## src/hdl/rbwe_pkg.sv

```systemverilog
// Constants shared by the registered bus width exchanger
package rbwe_pkg;

   // -----------------------------------------------------------------
   // Port widths
   // -----------------------------------------------------------------
   localparam int NARROW_W = 12;
   localparam int HALF_W = 12;
   localparam int WIDE_W = 24;

   // -----------------------------------------------------------------
   // Register bus
   // -----------------------------------------------------------------
   localparam int APB_AW = 8;
   localparam int APB_DW = 32;
   localparam logic [APB_AW-1:0] CTRL_OFS = 8'h00;
   localparam logic [APB_AW-1:0] STATUS_OFS = 8'h04;
   localparam logic [APB_AW-1:0] NARROW_CAP_OFS = 8'h08;
   localparam logic [APB_AW-1:0] WIDE_CAP_OFS = 8'h0C;

   // -----------------------------------------------------------------
   // Field positions
   // -----------------------------------------------------------------
   localparam int CTRL_HIZ_BIT = 0;
   localparam int ST_NARROW_OE_BIT = 0;
   localparam int ST_WIDE_OE_BIT = 1;
   localparam int ST_SEL_BIT = 2;
   localparam int ST_HIZ_BIT = 3;

   // -----------------------------------------------------------------
   // Reset values
   // -----------------------------------------------------------------
   localparam logic OE_RST = 1'b1;
   localparam logic SEL_RST = 1'b0;
   localparam logic HIZ_RST = 1'b0;
   localparam logic [HALF_W-1:0] DATA_RST = 12'h000;
   localparam logic [APB_DW-1:0] RDATA_RST = 32'h00000000;

endpackage : rbwe_pkg

```

## src/hdl/rbwe_top.sv

```systemverilog
// Registered 12-bit to 24-bit bus width exchanger with an APB view
//
// Overview of operation
// - The narrow port is 12 bits, the wide port 24 bits in two 12-bit halves.
// - Each storage register loads only at a rising edge while its enable is low.
// - The narrow output shows the first half when select is high, else the second.
// - Wide-to-narrow data holds while the selected half's wide enable is high.
// - Narrow data reaches the first wide half via two stages with both enables low.
// - Narrow data enters the second wide half in one edge when its enable is low.
// - With both narrow enables high both wide halves keep their stored value.
// - Sequenced enables put two successive narrow words out as one wide word.
// - Each port has a registered active-low output enable sampled at the edge.
// - Drive state is defined only from the first rising edge (here: reset).
//
// The APB register port and the register offsets were chosen for this implementation.
module rbwe_top (
   // Clock and reset
   input wire logic CLK_I,
   input wire logic RST_N_I,
   // Narrow port
   input wire logic [rbwe_pkg::NARROW_W-1:0] A_I,
   output logic [rbwe_pkg::NARROW_W-1:0] A_O,
   output logic A_OE_N_O,
   // Wide port, first half
   input wire logic [rbwe_pkg::HALF_W-1:0] WFH_I,
   output logic [rbwe_pkg::HALF_W-1:0] WFH_O,
   // Wide port, second half
   input wire logic [rbwe_pkg::HALF_W-1:0] WSH_I,
   output logic [rbwe_pkg::HALF_W-1:0] WSH_O,
   output logic W_OE_N_O,
   // Control pins
   input wire logic NARROW_SIDE_ENABLE_FIRST_N_I,
   input wire logic NARROW_SIDE_ENABLE_SECOND_N_I,
   input wire logic WIDE_FIRST_HALF_ENABLE_N_I,
   input wire logic WIDE_SECOND_HALF_ENABLE_N_I,
   input wire logic SEL_I,
   input wire logic NARROW_OUTPUT_ENABLE_N_I,
   input wire logic WIDE_OUTPUT_ENABLE_N_I,
   // APB slave
   input wire logic PSEL_I,
   input wire logic PENABLE_I,
   input wire logic PWRITE_I,
   input wire logic [rbwe_pkg::APB_AW-1:0] PADDR_I,
   input wire logic [rbwe_pkg::APB_DW-1:0] PWDATA_I,
   input wire logic [3:0] PSTRB_I,
   output logic PREADY_O,
   output logic PSLVERR_O,
   output logic [rbwe_pkg::APB_DW-1:0] PRDATA_O
);

   // -----------------------------------------------------------------
   // State
   // -----------------------------------------------------------------
   typedef struct packed {
      logic [rbwe_pkg::HALF_W-1:0] pipe_stage;
      logic [rbwe_pkg::HALF_W-1:0] wide_first;
      logic [rbwe_pkg::HALF_W-1:0] wide_second;
      logic [rbwe_pkg::HALF_W-1:0] back_first;
      logic [rbwe_pkg::HALF_W-1:0] back_second;
      logic [rbwe_pkg::NARROW_W-1:0] narrow_out;
      logic sel;
      logic narrow_oe_n;
      logic wide_oe_n;
      logic force_hiz;
      logic pready;
      logic pslverr;
      logic [rbwe_pkg::APB_DW-1:0] prdata;
   } rbwe_state_s;

   localparam rbwe_state_s RST_STATE = '{
      pipe_stage: rbwe_pkg::DATA_RST,
      wide_first: rbwe_pkg::DATA_RST,
      wide_second: rbwe_pkg::DATA_RST,
      back_first: rbwe_pkg::DATA_RST,
      back_second: rbwe_pkg::DATA_RST,
      narrow_out: rbwe_pkg::DATA_RST,
      sel: rbwe_pkg::SEL_RST,
      narrow_oe_n: rbwe_pkg::OE_RST,
      wide_oe_n: rbwe_pkg::OE_RST,
      force_hiz: rbwe_pkg::HIZ_RST,
      pready: 1'b0,
      pslverr: 1'b0,
      prdata: rbwe_pkg::RDATA_RST
   };

   rbwe_state_s st;
   rbwe_state_s next_st;

   // Shorter local names for the control pins
   logic na1_n;
   logic na2_n;
   logic wb1_n;
   logic wb2_n;
   assign na1_n = NARROW_SIDE_ENABLE_FIRST_N_I;
   assign na2_n = NARROW_SIDE_ENABLE_SECOND_N_I;
   assign wb1_n = WIDE_FIRST_HALF_ENABLE_N_I;
   assign wb2_n = WIDE_SECOND_HALF_ENABLE_N_I;

   // -----------------------------------------------------------------
   // Register decode
   // -----------------------------------------------------------------
   function automatic logic addr_mapped(input logic [rbwe_pkg::APB_AW-1:0] a);
      addr_mapped = (a == rbwe_pkg::CTRL_OFS) ||
                    (a == rbwe_pkg::STATUS_OFS) ||
                    (a == rbwe_pkg::NARROW_CAP_OFS) ||
                    (a == rbwe_pkg::WIDE_CAP_OFS);
   endfunction : addr_mapped

   function automatic logic [rbwe_pkg::APB_DW-1:0] read_word(
      input logic [rbwe_pkg::APB_AW-1:0] a,
      input rbwe_state_s s
   );
      logic [rbwe_pkg::APB_DW-1:0] w;
      w = rbwe_pkg::RDATA_RST;
      unique case (a)
         rbwe_pkg::CTRL_OFS: begin
            w[rbwe_pkg::CTRL_HIZ_BIT] = s.force_hiz;
         end
         rbwe_pkg::STATUS_OFS: begin
            w[rbwe_pkg::ST_NARROW_OE_BIT] = s.narrow_oe_n;
            w[rbwe_pkg::ST_WIDE_OE_BIT] = s.wide_oe_n;
            w[rbwe_pkg::ST_SEL_BIT] = s.sel;
            w[rbwe_pkg::ST_HIZ_BIT] = s.force_hiz;
         end
         rbwe_pkg::NARROW_CAP_OFS: begin
            w[rbwe_pkg::HALF_W-1:0] = s.pipe_stage;
         end
         rbwe_pkg::WIDE_CAP_OFS: begin
            w[rbwe_pkg::WIDE_W-1:0] = {s.wide_second, s.wide_first};
         end
         default: begin
            w = rbwe_pkg::RDATA_RST;
         end
      endcase
      read_word = w;
   endfunction : read_word

   // -----------------------------------------------------------------
   // Next state
   // -----------------------------------------------------------------
   always_comb begin
      next_st = st;

      if (!na1_n && !na2_n) begin
         next_st.pipe_stage = A_I;
         next_st.wide_first = st.pipe_stage;
      end

      if (!na2_n) begin
         next_st.wide_second = A_I;
      end
      // Both narrow enables high leave the branches above idle

      if (!wb1_n && !wb2_n) begin
         next_st.back_first = WFH_I;
      end
      if (!wb2_n) begin
         next_st.back_second = WSH_I;
      end

      next_st.sel = SEL_I;

      // Output register mirrors the mux of the next half registers
      // so the pin comes from a flop with no extra cycle of latency
      next_st.narrow_out = next_st.sel ? next_st.back_first
                                       : next_st.back_second;

      // Registered output enables; software can force both off
      next_st.narrow_oe_n = NARROW_OUTPUT_ENABLE_N_I | st.force_hiz;
      next_st.wide_oe_n = WIDE_OUTPUT_ENABLE_N_I | st.force_hiz;

      // APB: answer one cycle into the access phase
      // Read data is taken from state at the first access edge, so a
      // capture read shows the halves as they stood one cycle earlier
      next_st.pready = 1'b0;
      if (PSEL_I && PENABLE_I && !st.pready) begin
         next_st.pready = 1'b1;
         next_st.pslverr = !addr_mapped(PADDR_I);
         next_st.prdata = PWRITE_I ? rbwe_pkg::RDATA_RST
                                   : read_word(PADDR_I, st);
      end
      // Write lands on the edge that completes the transfer
      if (PSEL_I && PENABLE_I && st.pready) begin
         next_st.pslverr = 1'b0;
         if (PWRITE_I && PSTRB_I[0] && (PADDR_I == rbwe_pkg::CTRL_OFS)) begin
            next_st.force_hiz = PWDATA_I[rbwe_pkg::CTRL_HIZ_BIT];
         end
      end
   end

   // -----------------------------------------------------------------
   // State register
   // -----------------------------------------------------------------
   // All storage updates on the rising edge only
   // Reset is synchronous: both ports go to high impedance at the first rising edge with reset low
   always_ff @(posedge CLK_I) begin
      if (!RST_N_I) begin
         st <= RST_STATE;
      end else begin
         st <= next_st;
      end
   end

   // -----------------------------------------------------------------
   // Outputs
   // -----------------------------------------------------------------
   // 12-bit narrow port, two 12-bit halves on the wide side
   assign A_O = st.narrow_out;
   assign A_OE_N_O = st.narrow_oe_n;
   // Both halves present together as one wide word
   assign WFH_O = st.wide_first;
   assign WSH_O = st.wide_second;
   assign W_OE_N_O = st.wide_oe_n;
   assign PREADY_O = st.pready;
   assign PSLVERR_O = st.pslverr;
   assign PRDATA_O = st.prdata;

   // -----------------------------------------------------------------
   // Checks
   // -----------------------------------------------------------------
   // Two edges from narrow input to first half
   a_first_half_pipe: assert property (
      @(posedge CLK_I) disable iff (!RST_N_I)
      (!na1_n && !na2_n) ##1 (!na1_n && !na2_n)
      |=> (WFH_O == $past(A_I, 2))
   ) else $error("first half did not get narrow word after two edges");

   // One edge into the second half
   a_second_half_cap: assert property (
      @(posedge CLK_I) disable iff (!RST_N_I)
      !na2_n |=> (WSH_O == $past(A_I))
   ) else $error("second half did not capture narrow word");

   // Hold with both narrow enables high
   a_wide_halves_hold: assert property (
      @(posedge CLK_I) disable iff (!RST_N_I)
      (na1_n && na2_n) |=> ($stable(WFH_O) && $stable(WSH_O))
   ) else $error("wide halves changed with narrow enables off");

   a_narrow_sel_first: assert property (
      @(posedge CLK_I) disable iff (!RST_N_I)
      (SEL_I && !wb1_n && !wb2_n) |=> (A_O == $past(WFH_I))
   ) else $error("narrow output not first half with select high");

   a_narrow_sel_second: assert property (
      @(posedge CLK_I) disable iff (!RST_N_I)
      (!SEL_I && !wb2_n) |=> (A_O == $past(WSH_I))
   ) else $error("narrow output not second half with select low");

   // Selected first half disabled keeps the level
   a_narrow_out_hold: assert property (
      @(posedge CLK_I) disable iff (!RST_N_I)
      (SEL_I && wb1_n) ##1 (SEL_I && wb1_n) |=> $stable(A_O)
   ) else $error("narrow output moved while selected half disabled");

   // Narrow enable follows its pin one edge later
   a_narrow_oe_reg: assert property (
      @(posedge CLK_I) disable iff (!RST_N_I)
      ##1 (A_OE_N_O == ($past(NARROW_OUTPUT_ENABLE_N_I) ||
                        $past(st.force_hiz)))
   ) else $error("narrow output enable not registered from pin");

   // Wide enable follows its pin one edge later
   a_wide_oe_reg: assert property (
      @(posedge CLK_I) disable iff (!RST_N_I)
      ##1 (W_OE_N_O == ($past(WIDE_OUTPUT_ENABLE_N_I) ||
                        $past(st.force_hiz)))
   ) else $error("wide output enable not registered from pin");

   // Bus answer comes exactly one cycle into the access phase
   a_apb_answer_time: assert property (
      @(posedge CLK_I) disable iff (!RST_N_I)
      (PSEL_I && PENABLE_I && !PREADY_O) |=> PREADY_O
   ) else $error("APB answer not given after one access cycle");

   // Holds, idle paths, the wide word pair, output enables and the bus handshake;
   // the holds catch a half that loads while its enable is high, which the data checks above miss

   // Selected second half disabled keeps the level
   a_narrow_hold_second: assert property (
      @(posedge CLK_I) disable iff (!RST_N_I)
      (!SEL_I && wb2_n) ##1 (!SEL_I && wb2_n) |=> $stable(A_O)
   ) else $error("narrow output moved while second half disabled");

   // First half idles unless both narrow enables are low
   a_first_half_idle: assert property (
      @(posedge CLK_I) disable iff (!RST_N_I)
      (na1_n || na2_n) |=> $stable(WFH_O)
   ) else $error("first half changed without both narrow enables");

   // Second half idles while its enable is high
   a_second_half_idle: assert property (
      @(posedge CLK_I) disable iff (!RST_N_I)
      na2_n |=> $stable(WSH_O)
   ) else $error("second half changed with its enable off");

   // Two successive narrow words stand together as one wide word
   a_wide_word_pair: assert property (
      @(posedge CLK_I) disable iff (!RST_N_I)
      (!na1_n && !na2_n) ##1 (!na1_n && !na2_n)
      |=> ({WSH_O, WFH_O} == {$past(A_I), $past(A_I, 2)})
   ) else $error("wide word is not the last two narrow words");

   // First back register loads only with both wide enables low
   a_back_first_hold: assert property (
      @(posedge CLK_I) disable iff (!RST_N_I)
      (wb1_n || wb2_n) |=> $stable(st.back_first)
   ) else $error("first back register loaded with an enable off");

   // Reset leaves both ports in high impedance
   a_oe_after_reset: assert property (
      @(posedge CLK_I)
      !RST_N_I |=> (A_OE_N_O && W_OE_N_O)
   ) else $error("output enables not inactive after reset");

   // Software high impedance overrides both enable pins
   a_hiz_forces_off: assert property (
      @(posedge CLK_I) disable iff (!RST_N_I)
      st.force_hiz |=> (A_OE_N_O && W_OE_N_O)
   ) else $error("forced high impedance did not disable outputs");

   // Bus answer lasts a single cycle
   a_ready_one_cycle: assert property (
      @(posedge CLK_I) disable iff (!RST_N_I)
      PREADY_O |=> !PREADY_O
   ) else $error("APB ready held for more than one cycle");

   // No answer without a selected transfer
   a_ready_needs_select: assert property (
      @(posedge CLK_I) disable iff (!RST_N_I)
      !PSEL_I |=> !PREADY_O
   ) else $error("APB ready raised without select");

   // Error flag clears at the completing edge
   a_error_cleared: assert property (
      @(posedge CLK_I) disable iff (!RST_N_I)
      (PSEL_I && PENABLE_I && PREADY_O) |=> !PSLVERR_O
   ) else $error("APB error flag not cleared after completion");

endmodule : rbwe_top

```

## config.mk

```make
export PLATFORM = sky130hd
export DESIGN_NAME = rbwe_top
export DESIGN_NICKNAME = d
export VERILOG_FILES = /design/src/hdl/rbwe_pkg.sv /design/src/hdl/rbwe_top.sv
export SDC_FILE = /design/constraint.sdc
export NUM_CORES = 1
export LEC_CHECK = 0
export ABC_AREA = 1
export BUFFER_PORTS_ARGS = -buffer_cell sky130_fd_sc_hd__buf_4
export CORE_MARGIN = 2
export CORE_UTILIZATION = 43
export CTS_BUF_LIST = sky130_fd_sc_hd__clkbuf_16
export DETAILED_ROUTE_END_ITERATION = 8
export GPL_TIMING_DRIVEN = 1
export PLACE_DENSITY = 0.71
export SKIP_CTS_REPAIR_TIMING = 1
export SLEW_MARGIN = 0
export SYNTH_ARGS = -nofsm -noshare
export SYNTH_HDL_FRONTEND = slang
export SYNTH_SLANG_ARGS = --single-unit
export TNS_END_PERCENT = 1
```

## constraint.sdc

```tcl
create_clock -name CLK_I -period 1.34 [get_ports CLK_I]
set_input_delay 0 -clock CLK_I [delete_from_list [all_inputs] [get_ports CLK_I]]
set_output_delay 0 -clock CLK_I [all_outputs]
set_load 0.02 [all_outputs]
```

Word level (Yosys, flattened, before mapping)
Index checks and enable logic that the tools add are counted.

Muxes and demuxes: 9. Reduce and logical (&&, ||, !) cells: 19. Eq/ne operators: 3. Bitwise logic cells: 3.

Operator list (count): $mux W12 (4); $mux W34 (1); $mux W24 (1); $eq A8 B4 Y1 const B (2); $pmux W8 S2 (1); $pmux W3 S3 (1); $eq A8 B3 Y1 const B (1); $logic_not A8 Y1 (1); $logic_and A1 B1 Y1 (7); $logic_not A1 Y1 (6); $pmux W1 S4 (1); $logic_or A1 B1 Y1 (3); $or A1 B1 Y1 (2); $reduce_and A2 Y1 (1); $reduce_or A2 Y1 (1); $not A1 Y1 (1).

Input bits: 92. Output and inout port bits: 72. Word-level logic and storage cells: 47. Bits in registers: 110.

Depth between registers and ports, before layout
Word-level depth: 6. Gate-level depth with buffers: 10. Depth with buffers taken out: 9.

Least setup slack after synthesis
No wires, ideal clock.

Kind: register to register. Start point: reg st (netlist bit PREADY_O). End point: reg st (netlist bit PRDATA_O[10]). Library setup time: 56 ps. Cell stages (with the launch flop): 11. Period minus slack after synthesis: 1305 ps. Path buffers: 1. Arrival: 1249 ps. Slack: 35 ps. Cells stage by stage: dfxtp_1 > inv_2 > nand3_4 > nor2_8 > inv_4 > nor2_4 > buf_6 > nand2_2 > nand3_1 > nand2_1 > inv_1.

Longest elaborated chain between the ends: 2.

RTL lines: from (decl) (RTL line rbwe_top.sv:86) `rbwe_state_s st;`; from (signal assigned) (RTL line rbwe_top.sv:200) `st <= next_st;`; $logic_not A1 Y1 (RTL line rbwe_top.sv:176) `if (PSEL_I && PENABLE_I && !st.pready) begin`; $logic_and A1 B1 Y1 (RTL line rbwe_top.sv:176).

No other way between the ends. A chain may end at the register's enable or synchronous reset.

Worst setup path in the final report
Start point: reg st (netlist bit PREADY_O). End point: reg st (netlist bit PRDATA_O[8]).

Same word-level chain as after synthesis.

==> impl_metrics.env <==
export IMPL_status="complete, but fails checks"
export IMPL_violations="hold timing"
export IMPL_seq_area_frac_synth=0.461
export IMPL_async_flop_share=0
export IMPL_grt_pass1_vias=3469
export IMPL_finalWirelength_um=10400
export IMPL_initial_core_util=0.437
export IMPL_cts_sinks=102
export IMPL_holdPathEnd="st[56]"
export IMPL_die_h_um=105
export IMPL_yosys_area_top_type="dfxtp_1"
export IMPL_p_per_area_nw_per_um2=1190
export IMPL_required_ns=1.63
export IMPL_drive_above_1_share=0.292
export IMPL_timing_final_crit_share=0.911
export IMPL_hold_path_cell_count=3
export IMPL_die_w_um=105
export IMPL_drt_drc_violations_left=0
export IMPL_grt_pass1_wl_um=16300
export IMPL_coreArea_sq_um=10100
export IMPL_hp_start="WSH_I[6]"
export IMPL_synth_edff_count=0
export IMPL_ys_flop_type="dfxtp_1"
export IMPL_setup_tns_ns=0
export IMPL_overflow=0
export IMPL_ant_nets=0
export IMPL_skew_ns=0.00363
export IMPL_hold_worst_slack_ns=-0.0107
export IMPL_cts_root_buf="clkbuf_16"
export IMPL_syn_avg_cell_area_sq_um=7.85
export IMPL_crit_path_end_kind="flip-flop"
export IMPL_cp_arrival_ns=1.51
export IMPL_detail_route_iter0_violations=171
export IMPL_setup_violations=0
export IMPL_reg2regPathDepth=10
export IMPL_slew_violations=0
export IMPL_fin_crit_ns=1.22
export IMPL_start_kind="flip-flop"
export IMPL_yosys_area_top_type_share=0.461
export IMPL_leakage_nw=2.67
export IMPL_fmax_mhz=819
export IMPL_peakVddDrop_v=0.000630
export IMPL_grt_usage=0.183
export IMPL_via_count=3740
export IMPL_ys_types=26
export IMPL_yosys_cell_count_top_type="dfxtp_1"
export IMPL_gp_congestion=0.756
export IMPL_dieArea_sq_um=11100
export IMPL_path_clk_slew_ns=0.07
export IMPL_rows=37
export IMPL_grt_antenna_before_repair=0
export IMPL_yosys_register_bits=102
export IMPL_crit_fanout=8
export IMPL_io_pins=164
export IMPL_path_class="flip-flop to flip-flop"
export IMPL_hp_class="primary input to flip-flop"
export IMPL_drv_cap=0
export IMPL_synth_area_sq_um=4430
export IMPL_htreeDepth=3
export IMPL_synthTopCellsByCount="102 x dfxtp_1, 98 x nor2_1, 69 x buf_4, 67 x nand2_1, 43 x o21ai_0"
export IMPL_netlist_instances=564
export IMPL_final_nets=744
export IMPL_ys_warn_count=0
export IMPL_syn_to_final_growth_pct=27.2
export IMPL_cts_tree="built"
export IMPL_yosys_top_cells_area="dfxtp_1 46%, buf_4 12%, nor2_1 8.3%, nand2_1 5.7%, o21ai_0 4.9%"
export IMPL_first_pass_iters=4
export IMPL_clock_latency_ns=0.34
export IMPL_routedWlPerCell_um=13.2
export IMPL_grt_max_degree=48
export IMPL_r2r_start="PREADY_O"
export IMPL_io_buffers=121
export IMPL_reg2reg_slack_ns=0.12
export IMPL_r2r_end="PRDATA_O[8]"
export IMPL_viasPerCell=4.72
export IMPL_ctsLongestPathBuffers=2
export IMPL_antennaDiodeCount=0
export IMPL_hpwl_um=7230
export IMPL_final_hold_violation_count=3
export IMPL_cts_buffers=9
[per-layer routing]
metal,vias up,GRT usage,share of wire
met5,-,0,0
met4,0,0.0762,0.018
met3,18,0.0501,0.058
met2,106,0.304,0.48
met1,1736,0.222,0.44
li1,1880,-,-
[placed cells by master, fill, tap and decap left out]
cell type      synthesis  final
buf_4                 69    133
dfxtp_1              102    101
nor2_1                98     98
nand2_1               67     67
o21ai_0               43     43
inv_1                 40     41
nand3_1               29     28
dlygate4sd3_1          0     28
o21ai_1               19     19
nand2_2               18     18
a21oi_1               17     17
mux2i_1               13     13
a21oi_2               12     12
clkbuf_16              0      9
conb_1                 1      8
inv_2                  3      3
clkinvlp_4             0      3
buf_12                 0      3
clkinv_2               0      2
dfxtp_2                0      1
nand3_4                1      1
nor2_8                 1      1
inv_4                  1      1
nor2_2                 1      1
nor2_4                 1      1
nand3_2                0      1
nor3_2                 1      1
nand4_1                1      1
nor3_1                 1      1
bufinv_16              0      1
[logic make-up after synthesis]
family                 share of synthesized area
and+or+nand+nor                            0.215
buffers and inverters                      0.180
DFF                                        0.461
AOI/OAI and AO/OA                          0.113
muxes                                     0.0294
other                                   0.000847
[worst max-delay path by stage]
stage                     startpoint  slack (ns)            to  depth (start not counted)
final                       PREADY_O        0.12   PRDATA_O[8]                         10
after global routing        PREADY_O      -0.006   PRDATA_O[5]                         10
after CTS                   PREADY_O        0.08  PRDATA_O[12]                          8
after detailed placement    PREADY_O        0.10  PRDATA_O[12]                          8
after global placement      PREADY_O        0.14   PRDATA_O[8]                         10
after floorplan             PREADY_O        0.04  PRDATA_O[10]                         10
[report_power, final]
group | switching [mW] | internal (mW)
Clock | 1.13 | 1.43
Sequential | 0.0917 | 3.19
Combinational | 0.476 | 0.395
Total | 1.70 | 5.02
[layout make-up]
class / count / area (sq um)
Inverter: 44 / 168
Multi-Input combinational cell: 331 / 1620
Sequential cell: 102 / 2040
Fill cell: 944 / 4510
Timing Repair Buffer: 164 / 1340
Clock buffer: 9 / 225
Clock inverter: 7 / 66.3
Tap cell: 136 / 170
[through the flow]
step                      setup slack (ns)  cells  power, mW  area [sq um]  utilization
after detailed placement             0.105    748       4.15          5040        0.498
after global placement               0.136    748       4.13          5040        0.498
after global routing              -0.00631    793       7.00          5630        0.555
after floorplan                     0.0353    571       3.88          4450            -
final                                0.120    793       6.71          5630        0.555
after CTS                           0.0779    764       6.71          5340        0.526
[critical path, cell delays in order, from the launching register on]
cell and delay (ns):
dfxtp_2 0.32, inv_2 0.07, nand3_4 0.09, nor2_8 0.11, inv_4 0.05, nor2_4 0.16, buf_12 0.16, nand2_2 0.05
nand3_1 0.06, nand2_1 0.05, inv_1 0.06
[state kept, by name (all words and copies together), names as in the netlist]
signal	count
st	38
PRDATA_O	24
A_O	12
WFH_O	12
WSH_O	12
A_OE_N_O	1
PREADY_O	1
PSLVERR_O	1
W_OE_N_O	1
Note: power is estimated with default switching activity, not from simulation.
